==> config.mk <==
export PLATFORM = sky130hd
export DESIGN_NAME = dtm_timer
export DESIGN_NICKNAME = d
export VERILOG_FILES = /design/src/rtl/dtm_pkg.sv /design/src/rtl/dtm_timer.sv
export VERILOG_INCLUDE_DIRS = /design/src /design/src/rtl
export SDC_FILE = /design/constraint.sdc
export NUM_CORES = 1
export LEC_CHECK = 0
export BUFFER_PORTS_ARGS = -buffer_cell sky130_fd_sc_hd__buf_2
export CORE_ASPECT_RATIO = 1.5
export CORE_MARGIN = 8
export CORE_UTILIZATION = 35
export CTS_CLUSTER_SIZE = 14
export DETAILED_ROUTE_END_ITERATION = 10
export GPL_ROUTABILITY_DRIVEN = 0
export PLACE_DENSITY = 0.56
export REMOVE_ABC_BUFFERS = 1
export SETUP_SLACK_MARGIN = 0.3
export SYNTH_ARGS = -nofsm -noshare
export SYNTH_HDL_FRONTEND = slang
export SYNTH_SLANG_ARGS = --single-unit
==> constraint.sdc <==
create_clock -name core_clk -period 7.7 [get_ports core_clk]
set_clock_uncertainty 0.15 [all_clocks]
set_input_delay 0.385 -clock core_clk [delete_from_list [all_inputs] [get_ports core_clk]]
set_output_delay 0.385 -clock core_clk [all_outputs]
set_load 0.05 [all_outputs]
==> src/rtl/dtm_regs.svh <==
`ifndef DTM_REGS_SVH
`define DTM_REGS_SVH
// register word indices, byte address is four times the index
`define DTM_IDX_CTRL_A 16'hFF4D
`define DTM_IDX_CTRL_B 16'hFF4E
`define DTM_IDX_CMP_A 16'hFF50
`define DTM_IDX_CMP_BL 16'hFF51
`define DTM_IDX_CMP_BH 16'hFF52
`define DTM_IDX_CNT_A 16'hFF53
`define DTM_IDX_CNT_B 16'hFF54
`define DTM_IDX_IRQ_ST 16'hFF55
`define DTM_IDX_IRQ_MASK 16'hFF56
`define DTM_IDX_BIT_SET 16'hFF57
`define DTM_IDX_BIT_CLR 16'hFF58
// control register fields
`define DTM_EN 7
`define DTM_A_EDGE 6
`define DTM_CLK_HI 5
`define DTM_CLK_LO 3
`define DTM_MODE_HI 2
`define DTM_MODE_LO 1
`define DTM_OE 0
`define DTM_CTRL_RST 8'h00
`define DTM_CTRL_B_MASK 8'hBF
// mode patterns {a1,a0,b1,b0}
`define DTM_M_CASCADE 4'h5
`define DTM_M_CARRIER 4'h3
// timer a clock codes
`define DTM_CLK_MAIN 3'h0
`define DTM_A_DIV8 3'h1
`define DTM_A_DIV128 3'h2
`define DTM_A_SUB 3'h3
`define DTM_A_BMATCH 3'h4
`define DTM_A_BOUT 3'h5
// timer b clock codes
`define DTM_B_DIV4 3'h1
`define DTM_B_EXT 3'h2
`define DTM_B_EXT2 3'h3
`define DTM_B_EXT4 3'h4
`define DTM_B_EXT8 3'h5
// prescaler taps and widths
`define DTM_PRESC_W 7
`define DTM_TAP_DIV4 1
`define DTM_TAP_DIV8 2
`define DTM_TAP_DIV128 6
`define DTM_EXT_DIV_W 3
`define DTM_CNT_MAX 8'hFF
// interrupt status bits
`define DTM_IRQ_MATCH_A 0
`define DTM_IRQ_OVF_A 1
`define DTM_IRQ_MATCH_B 2
`define DTM_IRQ_OVF_B 3
`define DTM_IRQ_W 4
`endif

==> src/rtl/dtm_pkg.sv <==
`include "dtm_regs.svh"
package dtm_pkg;
	// decoded operating mode of one timer
	typedef enum logic [2:0] {DTM_SOLO, DTM_CASCADE, DTM_CARRIER, DTM_PWM, DTM_PULSE,
		DTM_BAD} dtm_mode_t;
	// whole state of the block
	typedef struct packed {
		logic [7:0] ctrl_a;
		logic [7:0] ctrl_b;
		logic [7:0] cmp_a;
		logic [7:0] cmp_bl;
		logic [7:0] cmp_bh;
		logic [7:0] cnt_a;
		logic [7:0] cnt_b;
		logic [`DTM_IRQ_W-1:0] irq_st;
		logic [`DTM_IRQ_W-1:0] irq_mask;
		logic irq;
		logic [31:0] rdata;
		logic wr_pend;
		logic [15:0] wr_idx;
		logic [2:0] sub_sync;
		logic [2:0] ext_sync;
		logic sub_lvl;
		logic ext_lvl;
		logic ext_prev;
		logic [`DTM_PRESC_W-1:0] presc;
		logic [`DTM_EXT_DIV_W-1:0] ext_div;
		logic a_prev;
		logic b_prev;
		logic out_a;
		logic out_b;
		logic pin_a;
		logic pin_b;
	} dtm_state_t;
endpackage

==> src/rtl/dtm_timer.sv <==
// Chosen here: the AHB-Lite register port.
`timescale 1ns/100ps
`include "dtm_regs.svh"
// Operation
// RULE1: shaped b modes clear on either compare, overflow
// RULE2: pwm clears only on overflow, not match
// RULE3: a enable low clears and stops counter
// RULE4: both edges counted only in pwm mode
// RULE5: timer a clock select decode
// RULE6: timer a mode decode from four bits
// RULE7: timer b mode decode from four bits
// RULE8: cascade: b enable clears or starts both
// RULE9: cascade ignores timer a enable bit
// RULE10: cascade disables timer a output pin
// RULE11: cascade forces b output as a clock
// RULE12: software stops counter before changing mode
// RULE13: timer b clock select decode
// RULE14: output enable gates timer output pin
// RULE15: control registers reset to zero
// RULE16: single bit set and clear writes
// RULE17: stand-alone clears on match and overflow
// RULE18: external inputs synchronised before counting
module dtm_timer (
	input wire logic core_clk,
	input wire logic resetn,
	input wire logic ce,
	input wire logic hsel,
	input wire logic [31:0] haddr,
	input wire logic [1:0] htrans,
	input wire logic hwrite,
	input wire logic [2:0] hsize,
	input wire logic [31:0] hwdata,
	input wire logic hready,
	output logic hreadyout,
	output logic hresp,
	output logic [31:0] hrdata,
	input wire logic sub_clk,
	input wire logic ext_event,
	output logic timer_a_out,
	output logic timer_b_out,
	output logic irq
);
	// mode decode for timer a
	function automatic dtm_pkg::dtm_mode_t dec_a(input logic [3:0] m);
		if (m == `DTM_M_CASCADE)
			return dtm_pkg::DTM_CASCADE;
		else if (m == `DTM_M_CARRIER)
			return dtm_pkg::DTM_CARRIER;
		else if (m[3:2] == 2'h0 && !m[0])
			return dtm_pkg::DTM_SOLO;
		else if (m[3:2] == 2'h2 && !m[0])
			return dtm_pkg::DTM_PWM;
		else
			return dtm_pkg::DTM_BAD;
	endfunction

	// mode decode for timer b
	function automatic dtm_pkg::dtm_mode_t dec_b(input logic [3:0] m);
		if (m == `DTM_M_CASCADE)
			return dtm_pkg::DTM_CASCADE;
		else if (m == `DTM_M_CARRIER)
			return dtm_pkg::DTM_CARRIER;
		else if (m[2:0] == 3'h0)
			return dtm_pkg::DTM_SOLO;
		else if (m[2:0] == 3'h2)
			return dtm_pkg::DTM_PULSE;
		else
			return dtm_pkg::DTM_BAD;
	endfunction

	// level of the selected timer a clock source
	function automatic logic mux_a(input logic [2:0] sel, input dtm_pkg::dtm_state_t st);
		case (sel)
			`DTM_A_DIV8: return st.presc[`DTM_TAP_DIV8];
			`DTM_A_DIV128: return st.presc[`DTM_TAP_DIV128];
			`DTM_A_SUB: return st.sub_lvl;
			`DTM_A_BOUT: return st.out_b;
			default: return 1'b0;
		endcase
	endfunction

	// level of the selected timer b clock source
	function automatic logic mux_b(input logic [2:0] sel, input dtm_pkg::dtm_state_t st);
		case (sel)
			`DTM_B_DIV4: return st.presc[`DTM_TAP_DIV4];
			`DTM_B_EXT: return st.ext_lvl;
			`DTM_B_EXT2: return st.ext_div[0];
			`DTM_B_EXT4: return st.ext_div[1];
			`DTM_B_EXT8: return st.ext_div[2];
			default: return 1'b0;
		endcase
	endfunction

	// register read mux, unmapped words read zero
	function automatic logic [31:0] rd_mux(input logic [15:0] i, input dtm_pkg::dtm_state_t st);
		case (i)
			`DTM_IDX_CTRL_A: return {24'h000000, st.ctrl_a};
			`DTM_IDX_CTRL_B: return {24'h000000, st.ctrl_b};
			`DTM_IDX_CMP_A: return {24'h000000, st.cmp_a};
			`DTM_IDX_CMP_BL: return {24'h000000, st.cmp_bl};
			`DTM_IDX_CMP_BH: return {24'h000000, st.cmp_bh};
			`DTM_IDX_CNT_A: return {24'h000000, st.cnt_a};
			`DTM_IDX_CNT_B: return {24'h000000, st.cnt_b};
			`DTM_IDX_IRQ_ST: return {28'h0000000, st.irq_st};
			`DTM_IDX_IRQ_MASK: return {28'h0000000, st.irq_mask};
			default: return 32'h00000000;
		endcase
	endfunction

	dtm_pkg::dtm_state_t s; // registered state
	dtm_pkg::dtm_state_t n; // next state
	dtm_pkg::dtm_mode_t mode_a; // decoded mode of a
	dtm_pkg::dtm_mode_t mode_b; // decoded mode of b
	logic [3:0] mode_bits; // {a1,a0,b1,b0}
	logic [2:0] sel_a; // a clock code
	logic [2:0] sel_b; // b clock code
	logic cascade; // 16-bit chain active
	logic pwm; // a in pulse-width mode
	logic b_shaped; // b in carrier or pulse mode
	logic a_en; // effective a enable
	logic b_en; // b enable
	logic a_lvl; // a source level
	logic b_lvl; // b source level
	logic a_edge; // a valid edge seen
	logic a_tick; // a count step
	logic b_tick; // b count step
	logic [7:0] b_cmp; // compare for b phase
	logic a_match; // a equals compare
	logic a_ovf; // a at top
	logic b_match; // b equals compare
	logic b_ovf; // b at top
	logic c_match; // chained match
	logic c_ovf; // chained overflow
	logic b_match_sig; // b match pulse
	logic ext_rise; // filtered external rising edge
	logic acc; // address phase taken
	logic addr_ok; // address inside decoded window
	logic [`DTM_IRQ_W-1:0] ev; // events this cycle
	logic [`DTM_IRQ_W-1:0] clr; // write-one clears

	// mode decode
	assign mode_bits = {s.ctrl_a[`DTM_MODE_HI:`DTM_MODE_LO], s.ctrl_b[`DTM_MODE_HI:`DTM_MODE_LO]};
	assign mode_a = dec_a(mode_bits); // RULE6
	assign mode_b = dec_b(mode_bits); // RULE7
	assign cascade = (mode_a == dtm_pkg::DTM_CASCADE);
	assign pwm = (mode_a == dtm_pkg::DTM_PWM);
	assign b_shaped = (mode_b == dtm_pkg::DTM_PULSE) || (mode_b == dtm_pkg::DTM_CARRIER);
	assign sel_a = s.ctrl_a[`DTM_CLK_HI:`DTM_CLK_LO];
	assign sel_b = s.ctrl_b[`DTM_CLK_HI:`DTM_CLK_LO];

	// enables, in cascade only b's enable counts
	assign a_en = cascade ? s.ctrl_b[`DTM_EN] : s.ctrl_a[`DTM_EN]; // RULE9
	assign b_en = s.ctrl_b[`DTM_EN];

	// timer b clock; prohibited codes never tick
	assign b_lvl = mux_b(sel_b, s); // RULE13
	assign b_tick = b_en && (mode_b != dtm_pkg::DTM_BAD) && ((sel_b == `DTM_CLK_MAIN) ||
		(sel_b <= `DTM_B_EXT8 && b_lvl && !s.b_prev));

	// timer b compare and chained compare
	assign b_cmp = (b_shaped && s.out_b) ? s.cmp_bh : s.cmp_bl;
	assign b_match = (s.cnt_b == b_cmp);
	assign b_ovf = (s.cnt_b == `DTM_CNT_MAX);
	assign c_match = cascade && ({s.cnt_a, s.cnt_b} == {s.cmp_a, s.cmp_bl});
	assign c_ovf = cascade && (s.cnt_a == `DTM_CNT_MAX) && b_ovf;
	assign b_match_sig = b_tick && (cascade ? c_match : b_match);

	// timer a clock; falling edges only count in pwm
	assign a_lvl = mux_a(sel_a, s); // RULE5
	assign a_edge = (a_lvl && !s.a_prev) ||
		(pwm && s.ctrl_a[`DTM_A_EDGE] && !a_lvl && s.a_prev); // RULE4
	assign a_tick = a_en && !cascade && (mode_a != dtm_pkg::DTM_BAD) &&
		((sel_a == `DTM_CLK_MAIN) || (sel_a == `DTM_A_BMATCH && b_match_sig) ||
		(sel_a <= `DTM_A_BOUT && sel_a != `DTM_A_BMATCH && a_edge)); // RULE5
	assign a_match = (s.cnt_a == s.cmp_a);
	assign a_ovf = (s.cnt_a == `DTM_CNT_MAX);

	// bus address phase
	assign ext_rise = s.ext_lvl && !s.ext_prev;
	assign addr_ok = (haddr[31:18] == 14'h0000) && (haddr[1:0] == 2'h0);
	assign acc = hsel && htrans[1] && hready && (hsize == 3'h2);

	// next-state logic
	always_comb
	begin
		n = s;
		ev = '0;
		clr = '0;
		// three-stage synchronisers, a change counts once stages two and three agree
		n.sub_sync = {s.sub_sync[1:0], sub_clk}; // RULE18
		n.ext_sync = {s.ext_sync[1:0], ext_event}; // RULE18
		if (s.sub_sync[2] == s.sub_sync[1])
			n.sub_lvl = s.sub_sync[2];
		if (s.ext_sync[2] == s.ext_sync[1])
			n.ext_lvl = s.ext_sync[2];
		n.ext_prev = s.ext_lvl;
		// free-running prescaler and external divider
		n.presc = s.presc + `DTM_PRESC_W'(1);
		if (ext_rise)
			n.ext_div = s.ext_div + `DTM_EXT_DIV_W'(1);
		n.a_prev = a_lvl;
		n.b_prev = b_lvl;
		// timer b, which also carries a in cascade
		if (!b_en)
		begin
			n.cnt_b = 8'h00; // RULE1
			n.out_b = 1'b0;
			if (cascade)
				n.cnt_a = 8'h00; // RULE8
		end
		else if (b_tick)
		begin
			if (cascade)
			begin
				if (c_match || c_ovf)
				begin
					n.cnt_a = 8'h00;
					n.cnt_b = 8'h00;
					ev[`DTM_IRQ_MATCH_B] = c_match;
					ev[`DTM_IRQ_OVF_B] = c_ovf;
					n.out_b = c_match ? !s.out_b : s.out_b;
				end
				else
				begin
					n.cnt_b = s.cnt_b + 8'h01;
					// carry out of b clocks a, whatever a's code says
					if (b_ovf)
						n.cnt_a = s.cnt_a + 8'h01; // RULE11
				end
			end
			else if (b_match)
			begin
				// match ends the current phase
				n.cnt_b = 8'h00; // RULE1 RULE17
				n.out_b = !s.out_b;
				ev[`DTM_IRQ_MATCH_B] = 1'b1;
			end
			else if (b_ovf)
			begin
				n.cnt_b = 8'h00; // RULE1 RULE17
				ev[`DTM_IRQ_OVF_B] = 1'b1;
				// a lost phase restarts low
				if (b_shaped)
					n.out_b = 1'b0;
			end
			else
				n.cnt_b = s.cnt_b + 8'h01;
		end
		// timer a on its own clock
		if (!cascade)
		begin
			if (!a_en)
			begin
				n.cnt_a = 8'h00; // RULE3
				n.out_a = 1'b0;
			end
			else if (a_tick)
			begin
				if (pwm)
				begin
					// period is free-running, match only drops the output
					if (a_ovf)
					begin
						n.cnt_a = 8'h00; // RULE2
						n.out_a = 1'b1;
						ev[`DTM_IRQ_OVF_A] = 1'b1;
					end
					else
					begin
						n.cnt_a = s.cnt_a + 8'h01; // RULE2
						if (a_match)
						begin
							n.out_a = 1'b0;
							ev[`DTM_IRQ_MATCH_A] = 1'b1;
						end
					end
				end
				else if (a_match)
				begin
					n.cnt_a = 8'h00; // RULE17
					n.out_a = !s.out_a;
					ev[`DTM_IRQ_MATCH_A] = 1'b1;
				end
				else if (a_ovf)
				begin
					n.cnt_a = 8'h00; // RULE17
					ev[`DTM_IRQ_OVF_A] = 1'b1;
				end
				else
					n.cnt_a = s.cnt_a + 8'h01;
			end
		end
		// output pins, a is always off in cascade
		n.pin_a = s.out_a && s.ctrl_a[`DTM_OE] && !cascade; // RULE10 RULE14
		n.pin_b = s.out_b && s.ctrl_b[`DTM_OE]; // RULE14
		// sticky events; a new event beats a same-cycle clear
		if (s.wr_pend && s.wr_idx == `DTM_IDX_IRQ_ST)
			clr = hwdata[`DTM_IRQ_W-1:0];
		n.irq_st = (s.irq_st & ~clr) | ev;
		// write data phase; the wait state lets a following read see it
		if (s.wr_pend)
		begin
			n.wr_pend = 1'b0;
			case (s.wr_idx)
				`DTM_IDX_CTRL_A: n.ctrl_a = hwdata[7:0];
				`DTM_IDX_CTRL_B: n.ctrl_b = hwdata[7:0] & `DTM_CTRL_B_MASK;
				`DTM_IDX_CMP_A: n.cmp_a = hwdata[7:0];
				`DTM_IDX_CMP_BL: n.cmp_bl = hwdata[7:0];
				`DTM_IDX_CMP_BH: n.cmp_bh = hwdata[7:0];
				`DTM_IDX_IRQ_MASK: n.irq_mask = hwdata[`DTM_IRQ_W-1:0];
				// single control bits change without touching the rest
				`DTM_IDX_BIT_SET:
				begin
					n.ctrl_a = s.ctrl_a | hwdata[7:0]; // RULE16
					n.ctrl_b = (s.ctrl_b | hwdata[15:8]) & `DTM_CTRL_B_MASK; // RULE16
				end
				`DTM_IDX_BIT_CLR:
				begin
					n.ctrl_a = s.ctrl_a & ~hwdata[7:0]; // RULE16
					n.ctrl_b = s.ctrl_b & ~hwdata[15:8]; // RULE16
				end
				default: ;
			endcase
		end
		n.irq = |(n.irq_st & n.irq_mask);
		// address phase
		if (acc)
		begin
			if (hwrite)
			begin
				n.wr_pend = 1'b1;
				n.wr_idx = addr_ok ? haddr[17:2] : 16'h0000;
			end
			else
				n.rdata = addr_ok ? rd_mux(haddr[17:2], s) : 32'h00000000;
		end
	end

	// state register, frozen while ce is low
	always_ff @(posedge core_clk or negedge resetn)
	begin
		if (!resetn)
			s <= '0; // RULE15
		else if (ce)
			s <= n;
	end

	// ports
	assign hreadyout = !s.wr_pend;
	assign hresp = 1'b0;
	assign hrdata = s.rdata;
	assign timer_a_out = s.pin_a;
	assign timer_b_out = s.pin_b;
	assign irq = s.irq;
endmodule

**Word level (Yosys, flattened, before mapping)**

Cells that the tools add are included.

- Output and inout port bits: 37
- Register bits after elaboration: 139
- Logic and storage cells: 233

- $lt $le $gt $ge: 2
- Reduce and logical (&&, ||, !) cells: 67
- Bitwise logic cells: 12
- Eq/ne operators: 55
- Multiplexer cells: 67
- Add/sub/neg operators: 4

Operator list:

| operator | number |
|---|---|
| $eq 16x16->1 const B | 18 |
| $mux 8 | 13 |
| $pmux 8 s9 | 1 |
| $mux 16 | 4 |
| $pmux 8 s3 | 2 |
| $mux 17 | 2 |
| $mux 32 | 1 |
| $logic_and 1x1->1 | 30 |
| $eq 3x2->1 const B | 8 |
| $mux 1 | 24 |
| $mux 3 | 7 |
| $reduce_and 3->1 | 7 |
| $add 8x1->8 const B | 2 |
| $and 8x8->8 | 2 |
| $eq 16x16->1 | 1 |
| $eq 8x8->1 | 2 |
| $eq 8x8->1 const B | 2 |
| $mux 2 | 8 |
| $not 8->8 | 2 |
| $or 8x8->8 | 2 |
| $eq 3x3->1 const B | 5 |
| $logic_not 14->1 | 1 |
| $mux 4 | 3 |
| $eq 3x1->1 const B | 3 |
| 27 further kinds | 57 |

**Logic depth before layout (Yosys ltp)**

Gate-level depths: netlist of run 1.

- Word-level depth: 22
- Depth in mapped cells: 10
- Gate-level depth less buffers: 9

**Worst setup path before layout of run 1**

No wires, ideal clock.

- Path kind: register -> register
- From: register s (netlist bit mode_bits[2])
- To: register s (netlist bit irq)
- Stages on the path, launching flop included: 9
- Data required time: 7483 ps
- Clock period less this slack: 2654 ps
- Arrival: 2437 ps
- Library setup time: 67 ps
- Setup slack: 5046 ps
- Cell sequence: dfrtp_1 -> and2b_2 -> nand3_4 -> or4_4 -> a21oi_4 -> a21oi_2 -> or4_4 -> a211oi_2 -> a311o_1

- Word-level cells in the longest chain between the ends: 22
- Elaborated cells between the ends (all ways): 60
- Those cells by class: eq/ne (11); mux (21); bitwise (2); reduce/logical (26)

RTL lines:

| what | RTL line | RTL |
|---|---|---|
| start, declared | dtm_timer.sv:110 | `dtm_pkg::dtm_state_t s;` |
| start signal, assigned | dtm_timer.sv:345 | `s <= n;` |
| $eq 3x2->1 | dtm_timer.sv:65 | `else if (m[2:0] == 3'h2)` |
| $mux 1 | dtm_timer.sv:65 |  |
| $mux 3 | dtm_timer.sv:63 | `else if (m[2:0] == 3'h0)` |
| $mux 3 | dtm_timer.sv:61 | `` else if (m == `DTM_M_CARRIER) `` |
| $mux 3 | dtm_timer.sv:59 | `` if (m == `DTM_M_CASCADE) `` |
| $eq 3x3->1 or $eq 3x2->1 (tied branches) | dtm_timer.sv:147 | `assign b_shaped = (mode_b == dtm_pkg::DTM_PULSE) \|\| (mode_b == dtm_pkg::DTM_CARRIER);` |
| $logic_or 1x1->1 | dtm_timer.sv:147 |  |
| $logic_and 1x1->1 | dtm_timer.sv:161 | `assign b_cmp = (b_shaped && s.out_b) ? s.cmp_bh : s.cmp_bl;` |
| (+5 left out) | -- |  |
| $logic_or 1x1->1 (2 in series) | dtm_timer.sv:173 | `` ((sel_a == `DTM_CLK_MAIN) \|\| (sel_a == `DTM_A_BMATCH && b_match_sig) \|\| `` |
| $logic_and 1x1->1 | dtm_timer.sv:172 | `assign a_tick = a_en && !cascade && (mode_a != dtm_pkg::DTM_BAD) &&` |
| $mux 2 | dtm_timer.sv:257 | `else if (a_tick)` |
| $mux 2 | dtm_timer.sv:252 | `if (!a_en)` |
| $mux 2 | dtm_timer.sv:250 | `if (!cascade)` |
| $or 4x4->4 * | dtm_timer.sv:299 | `n.irq_st = (s.irq_st & ~clr) \| ev;` |
| $and 4x4->4 * | dtm_timer.sv:325 | `n.irq = \|(n.irq_st & n.irq_mask);` |
| $reduce_or 4->1 * | dtm_timer.sv:325 |  |

Every way passes the cells marked *; elsewhere a longest branch is shown, timed or not.
A chain may end at the register's enable or synchronous reset.

**Final worst setup path of run 1**

- From: register s[35] (netlist bit)
- To: register s[126] (netlist bit)

- Word-level cells in the longest chain between the ends: 3
- Elaborated cells between the ends (all ways): 6
- Those cells by class: eq/ne (3); mux (1); reduce/logical (2)

RTL lines:

| what | RTL line | RTL |
|---|---|---|
| $eq 16x16->1 | dtm_timer.sv:304 | `case (s.wr_idx)` |
| $reduce_bool 3->1 (no source line) | -- |  |
| $reduce_and 3->1 (no source line) | -- |  |

Parallel ways exist; a longest one is shown, timed or not.

==> results, run 1 <==
- The kind of cell with the highest combined delay along the critical path is simple AND/OR/NAND/NOR gates.
- Summing the sequential cell areas from Yosys gives 40.0% of the chip area.
- Among the stages of the critical path, the cell type that occurs most often is sky130_fd_sc_hd__and2_1.
- The signal on the critical path passes through nand4_1 > nor4_2 > nand3_1 > and2_1 > a21oi_1 > and2_1 > a22oi_1 > o21ai_0.
- The cell count after synthesis is 779.
- The count of warnings emitted by yosys is 0.
- The design internal power is 1.23 mW.
- In this run, CTS created clock tree buffers numbering 17.
- The setup total negative slack is 0 ns.
- The wire length of the first global-routing pass is 35700 microns.
- The maximum number of pins on one net before global-route repair is 67.
- The worst hold path terminates at s[31].
- The final period demand of the worst path is 3.63 ns.
- Measured along the x axis, the die boundary spans 133 microns.
- The worst setup path is of the flop to flop kind.
- Sequential cells burn 40.5% of the power.
- The delay of the slowest critical-path stage is 0.79 ns.
- The routed design has 22400 microns of wire.
- The run finished with clean final reports.
- The post-synthesis cell type with the largest combined area is sky130_fd_sc_hd__dfrtp_1.
- The number of distinct standard cells referenced by the synthesized netlist is 77.
- The clock reaches the later pin of the worst-skew pair after 0.42 ns.
- The root buffer cell chosen for the clock tree is sky130_fd_sc_hd__clkbuf_16.
- In this run the tool buffered the top-level ports with 71 buffer cells.
- The maximum clock frequency is 275 MHz.
- The floorplan step defined a core boundary enclosing 20300 sq um.
- The largest individual stage delay along the critical path comes from the cell sky130_fd_sc_hd__a21oi_1.
- The number of cells on the worst hold path is 2.
- The start point of the worst min-delay path is haddr[8].
- For the pin with the worst max-slew slack, the measured transition is 1.06 ns.
- The floorplan has 64 rows.
- The detailed-route via count is 6232.
- For this run, design rule violations remaining after detail routing come to 0.
- The area growth from synthesis to layout is 14.1%.
- Data arrives at the worst endpoint at 3.80 ns.
- The worst setup path is launched from a flop.
- The overall die area is 25500 sq um.
- The number of setup buffers added after CTS is 0.
- Measured along the y axis, the die boundary spans 192 microns.
- The headroom to the max-slew limit is 29.4%.
- For this design the total switching power over the nets is 0.441 mW.
- The worst register-to-register path begins at s[35].
- The via count of the first global-routing pass is 6502.
- Detailed placement finished with a half-perimeter wire length of 16400 microns.
- Per report_power, the clock group accounts for 50.2% of the total.
- The mapped netlist covers 7200 sq um.
- The number of buffers between clock root and the deepest sink is 2.
- The final hold slack is 0.0500 ns.
- The number of antenna violations at the first check in global routing came to 0.
- Dividing the detail-routed wire length by the instance count gives 20.5 microns.
- Setup repair after global routing left no endpoint under its margin.
- The number of antenna diodes in the final layout is 0.
- Along the worst path, the maximum fanout reaches 16.
- The depth of the worst register-to-register path is 8.
- The number of maximum-capacitance violations is 0.
- The net count of the finished layout is 899.
- After the first detailed-routing iteration, the DRC count stood at 422.
- The initial core utilization is 35.5%.
- The count of nets left with antenna violations once routing finished came out at 0.
- The critical path endpoint category is a flop.
- The number of endpoints with negative hold slack in the final report is 0.
- In this run, synthesis produced a sequential element count of 115.
- The class of the worst hold path is input port to flop.
- The fraction of final layout cells with drive strength greater than 1 is 19.9%.
- For this run, the detailed router's first-pass iteration total came to 5.
- In the post-synthesis netlist, the biggest area contributors are sky130_fd_sc_hd__dfrtp_1, sky130_fd_sc_hd__mux2_2, sky130_fd_sc_hd__o21ai_0.
- VDD sags by at most 0.000134 V.
- The clock slew at the register clock pins of the worst setup and hold paths is 0.06 ns.
- The critical path contains buffers and inverters numbering 0 combined.
- The CTS tree is yes.
- The total number of clock tree sinks is 115.
- In this run the number of H-tree levels came out at 4.
- The count of pins over their slew limit was 0.
- Setup violations remaining at the end of the flow were counted as 0.
- Across all register-to-register paths, the minimum setup slack is 4.07 ns.
- After global routing the overflow that remains totals 0.
- In the finished design, the share of the clock period the worst path needs comes to 47.1%.
- The number of synthesized flops with an enable pin is 0.
- The reg-to-reg critical path endpoint is s[126].
- The dominant register cell in the synthesized netlist is sky130_fd_sc_hd__dfrtp_1.
- The total global-route track usage is 17.7%.
- The vias per cell is 5.69.
- The fraction of registers with async set/reset is 100%.
- The share of the synthesized area in the top cell type is 40.0%.
- The mean post-synth cell area is 9.24 sq um.
- The final design area excluding fillers is 8210 sq um.
- The net switching share of the total power is 26.4%.
- The post-placement cell area is 7580 sq um.
- The data required time of the critical path is 7.87 ns.
- The number of placed I/O pins is 114.
- Combinational logic burns 9.2% of the power.
- The areal power density over the cells is 204 nW/um^2.
- For this design the static power due to leakage is 3.61 nW.
[worst max-delay path by stage]
stage | to | cells past startpoint | startpoint
5_1_grt | s[127] | 8 | s[34]
6_report | s[126] | 8 | s[35]
3_3_place_gp | mode_bits[0] | 8 | s[37]
3_5_place_dp | s[126] | 8 | s[35]
2_1_floorplan | s[127] | 8 | s[37]
4_1_cts | s[126] | 8 | s[35]
[worst reg2reg max path, stage by stage, from the launching register on]
cell,delay [ns]
sky130_fd_sc_hd__dfrtp_1,0.38
sky130_fd_sc_hd__nand4_1,0.13
sky130_fd_sc_hd__nor4_2,0.46
sky130_fd_sc_hd__nand3_1,0.52
sky130_fd_sc_hd__and2_1,0.45
sky130_fd_sc_hd__a21oi_1,0.79
sky130_fd_sc_hd__and2_1,0.40
sky130_fd_sc_hd__a22oi_1,0.13
sky130_fd_sc_hd__o21ai_0,0.11
[cell usage after synthesis, types with 7 or more instances]
master and number:
sky130_fd_sc_hd__a21oi_1 42, sky130_fd_sc_hd__dfrtp_1 115, sky130_fd_sc_hd__nor4_1 9, sky130_fd_sc_hd__a211oi_1 7, sky130_fd_sc_hd__nor2_1 39, sky130_fd_sc_hd__nand2_1 57
sky130_fd_sc_hd__and3_1 13, sky130_fd_sc_hd__nand3_1 30, sky130_fd_sc_hd__nor3_1 11, sky130_fd_sc_hd__mux2_2 39, sky130_fd_sc_hd__xor2_1 22, sky130_fd_sc_hd__xnor2_1 11
sky130_fd_sc_hd__nand2b_1 23, sky130_fd_sc_hd__inv_1 15, sky130_fd_sc_hd__nand4_1 13, sky130_fd_sc_hd__nor2b_1 15, sky130_fd_sc_hd__a22o_1 24, sky130_fd_sc_hd__a31oi_1 19
sky130_fd_sc_hd__buf_4 33, sky130_fd_sc_hd__o21ai_0 65, sky130_fd_sc_hd__mux2i_1 13, sky130_fd_sc_hd__a22oi_1 12, sky130_fd_sc_hd__clkbuf_1 39
[logic make-up after synthesis]
group | synth area share (%)
buf+inv | 6.88
other cells | 0.0521
xor+xnor | 4.01
compound gates | 21.6
simple gates | 18.0
flops | 40.0
fa+ha+maj | 0.695
mux | 8.84
[repair_timing]
| item | 4_1_cts | 5_1_grt |
|---|---|---|
| hold buffers | 1 | 0 |
| resized for setup | 0 | 0 |
| hold endpoints to repair | 49 | 0 |
[flip-flops by register name (all words and copies together), names as in the netlist]
name	cells
b_en	1
hrdata	8
irq	1
mode_bits	4
n	5
s	94
timer_a_out	1
timer_b_out	1
[power groups by stage]
stage / Combinational [mW] / Sequential [mW] / Clock (mW)
floorplan: 0.0963 / 0.681 / 0
global placement: 0.152 / 0.689 / 0
detailed placement: 0.157 / 0.688 / 0
CTS: 0.157 / 0.679 / 0.853
global route: 0.174 / 0.685 / 0.882
finish: 0.155 / 0.679 / 0.840
[routing by layer]
layer / vias to the layer above / GRT usage [%] / share of wire, %
met3: 62 / 3.19 / 4.5
met4: 0 / 11.7 / 5.6
met1: 3048 / 18.9 / 39
met2: 218 / 31.6 / 51
li1: 2904 / - / -
met5: - / 0 / 0
[stage by stage]
step | std cells | power (mW) | util [%] | worst slack, ns
final | 1095 | 1.67 | 40.5 | 4.07
after global routing | 1095 | 1.74 | 40.5 | 3.70
after CTS | 1095 | 1.69 | 40.5 | 4.10
after detailed placement | 1062 | 0.845 | 37.4 | 4.14
after global placement | 1062 | 0.841 | 37.4 | 4.18
after floorplan | 723 | 0.777 | - | 4.95
[placed cells by master, fill, tap and decap left out, drive strengths merged, types with 5 or more instances in the layout]
cell type / count
and2: 7
nor2b: 15
inv: 19
mux2i: 13
xor2: 22
clkinv: 7
a32o: 5
buf: 75
o22ai: 5
a21oi: 44
mux2: 39
nand4: 13
clkbuf: 19
o21ai: 68
nand2b: 23
a31oi: 19
a21boi: 6
nand2: 57
a22oi: 12
dfrtp: 115
conb: 25
nand3: 32
xnor2: 11
nor2: 39
a221o: 5
a211oi: 9
nor4: 11
nor3: 11
a22o: 24
and3: 13
[cell type report]
type	instances	area [sq um]
Timing Repair Buffer	76	398
Inverter	17	63.8
Clock buffer	19	453
Clock inverter	13	173
Fill cell	2019	12000
Sequential cell	115	2880
Tap cell	264	330
Multi-Input combinational cell	591	3920
Note: power is estimated with default switching activity, not from simulation.
==> run 2, diff against run 1 <==
- PLACE_DENSITY: 0.56 -> 0.58
- clock period: 7.7 -> 3.12 ns (I/O delays scaled with it)
==> run 2 against run 1 <==
  * Sequential share of layout area down 2.3 points
  * Via count rose by 4.6%
  * Sequential cell count unchanged
  * Non-clock buffer count is 67 higher
  * Highest routed layer unchanged
==> results, run 2 (synthesized netlist as in run 1, its figures left out) <==
- The flow ran to the end, and the final reports show no timing, DRC or antenna violations.
- The clock passes through at most 2 buffers.
- The most common library cell in the layout ignoring fill and taps is sky130_fd_sc_hd__dfrtp_1.
- The clock drives 115 sinks.
- The final period demand of the worst path is 2.74 ns.
- The final hold slack is 0.0115 ns.
- Input and output buffers added on the ports amount to 71.
- The detailed-route via count is 6517.
- The number of endpoints with negative hold slack in the final report came to 0.
- The tree is rooted in a sky130_fd_sc_hd__clkbuf_16.
- In this run the count of I/O pins placed on the die edge is 114.
- The count of pins over their slew limit is 0.
- The standby leakage power is 3.90 nW.
- The critical path goes through and2b_2 > nand3_4 > or4_4 > a21oi_4 > a21oi_2 > or4_4 > a211oi_2 > a311o_1.
- The detailed-router iteration count before antenna repair is 4.
- Using the TritonRoute via totals, the vias-per-cell ratio works out to 5.61.
- The average wire length per cell after detail routing is 19.9 microns.
- The signal arrival time at the worst endpoint is 2.95 ns.
- Measured along the y axis, the die boundary spans 192 microns.
- The width of the die is 133 microns.
- The worst setup path is launched from a flop.
- Tracing the worst setup path back leads to its startpoint at mode_bits[2].
- In the finished design, the share of the clock period the worst path needs comes to 87.9%.
- With fillers left out, the area of the finished cells amounts to 8800 sq um.
- The overall die area is 25500 sq um.
- In this design, the critical path's most frequently occurring cell is sky130_fd_sc_hd__or4_4.
- The clock slew at the register clock pins of the worst setup and hold paths is 0.06 ns.
- The number of placement rows is 64.
- After detailed routing, the wire length on met1 is 8980 microns.
- The number of clock buffers inserted by TritonCTS is 17.
- The flip-flop count of the largest register after layout is 94.
- The areal power density over the cells is 451 nW/um^2.
- Leaving out fill and tap cells, the most frequent cells in the layout are sky130_fd_sc_hd__dfrtp_1, sky130_fd_sc_hd__buf_2, sky130_fd_sc_hd__o21ai_0.
- In the final design database the tool counted 966 nets.
- CTS built an H-tree with a depth of 4.
- The number of antenna violations at the first check in global routing was 0.
- Once detail routing completed, the nets flagged for antenna violations numbered 0.
- After detailed placement, the total cell area comes to 7840 sq um.
- Entering global routing, the biggest net connects 53 pins.
- The delay of the slowest critical-path stage is 0.56 ns.
- The total global-route track usage is 18.4%.
- The wire length of the first global-routing pass is 36200 microns.
- The worst hold path begins at hwdata[5].
- The wire length on met3 is 1070 microns.
- The number of setup violations in the final report is 0.
- The startpoint of the worst register-to-register path is mode_bits[2].
- The register with the most flip-flops in the final layout is s.
- The headroom to the max-slew limit is 51.5%.
- The class of the worst hold path is input port to flop.
- The core region is 20300 sq um.
- The highest metal layer carrying signal wires in the routed design is met4.
- Power comes to 3.97 mW.
- For this block, the initial DRC count from the detailed router was 421.
- The finished layout holds 1161 standard cells, fillers aside.
- The routed length on met2 is 11900 microns.
- Once the floorplan was initialized, standard cells occupied 35.5% of the core.
- Wires add up to 23100 microns.
- At the pin with the least slew margin, the transition time is 0.728 ns.
- Once placement completed, the tool counted placed cells totaling 1094.
- The critical path endpoint category is a flop.
- For the worst setup path, the data required time is 3.33 ns.
- The final routed DRC violation total is 0.
- Of all nets on the critical path, the largest fanout is 6.
- The clock insertion delay at the later pin of the skew report is 0.42 ns.
- The maximum clock frequency is 365 MHz.
- Compared with the post-synthesis result, the final layout area differs by 22.2%.
- Once detailed placement completed, the half-perimeter wirelength came to 17300 microns.
- The number of maximum-capacitance violations is 0.
- The CTS tree is yes.
- IR analysis of the VDD net gives a maximum drop of 0.000398 V.
- Setup repair after global routing could not meet its margin everywhere.
- Cells with a size suffix above 1 make up 24.0% of the layout.
- Summed over all failing endpoints, the final setup total negative slack is 0 ns.
- Global routing finished with a remaining overflow of 0.
- The critical path is of the flop to flop type.
- The slowest stage of the critical path belongs to the cell sky130_fd_sc_hd__or4_4.
- The antenna diode count is 0.
- The via count of the first global-routing pass is 6605.
## run 2: cell types whose count changed in the layout (fill, tap and decap cells not counted), moves of 3 or more
cell / delta
sky130_fd_sc_hd__dfrtp_1: -5
sky130_fd_sc_hd__clkinv_4: -3
sky130_fd_sc_hd__inv_6: -3
sky130_fd_sc_hd__dlygate4sd3_1: +28
sky130_fd_sc_hd__dfrtp_2: +5
sky130_fd_sc_hd__buf_4: +37
## run 2: worst paths after layout
path	end	depth (start not counted)	slack, ns
min	s[136]	3	0.01
max	irq	8	0.38
min in group asynchronous	s[93]	2	0.18
max reg2reg	irq	8	0.38
max in group asynchronous	s[84]	3	1.90
min reg2reg	s[14]	1	0.32
## run 2: what timing repair did
| item | 4_1_cts | 5_1_grt |
|---|---|---|
| pin swaps | 1 | 5 |
| gates cloned | 0 | 0 |
| hold endpoints to repair | 81 | 0 |
| hold buffers | 29 | 0 |
| resized for setup | 3 | 13 |
| buffers inserted | 0 | 7 |
| endpoints found under the setup margin | 3 | 42 |
## run 2: final cells by class
cell class | count | area (sq um)
timing repair buffer | 143 | 996
clock buffer | 23 | 488
fill | 1998 | 11500
multi-input combinational | 591 | 3960
clock inverter | 8 | 77.6
sequential | 115 | 2880
tap | 264 | 330
inverter | 17 | 63.8
## run 2: stage by stage
stage / setup WS, ns / utilization [%]
after floorplan: 0.369 / -
after global placement: 0.267 / 38.7
after detailed placement: 0.179 / 38.7
after CTS: 0.317 / 43.0
after global routing: 0.260 / 43.4
final: 0.377 / 43.4
## run 2: per-layer routing
| metal | vias up | track usage (%) |
|---|---|---|
| li1 | 3037 | - |
| met4 | 0 | 11.5 |
| met1 | 3192 | 19.6 |
| met3 | 69 | 3.66 |
| met5 | - | 0 |
| met2 | 219 | 33.0 |
## run 2: report_power, final
group / internal [mW] / leakage [nW] / total (mW) / switching, mW
sequential: 1.59 / 1.55 / 1.68 / 0.0873
clock: 1.17 / 0.275 / 1.87 / 0.701
combinational: 0.169 / 2.08 / 0.418 / 0.248
## run 2: critical path, delay by kind of cell (launching register included)
kind | cells | cell delay (ns)
AOI/OAI and AO/OA | 4 | 0.66
DFF | 1 | 0.43
and+or+nand+nor | 4 | 1.45
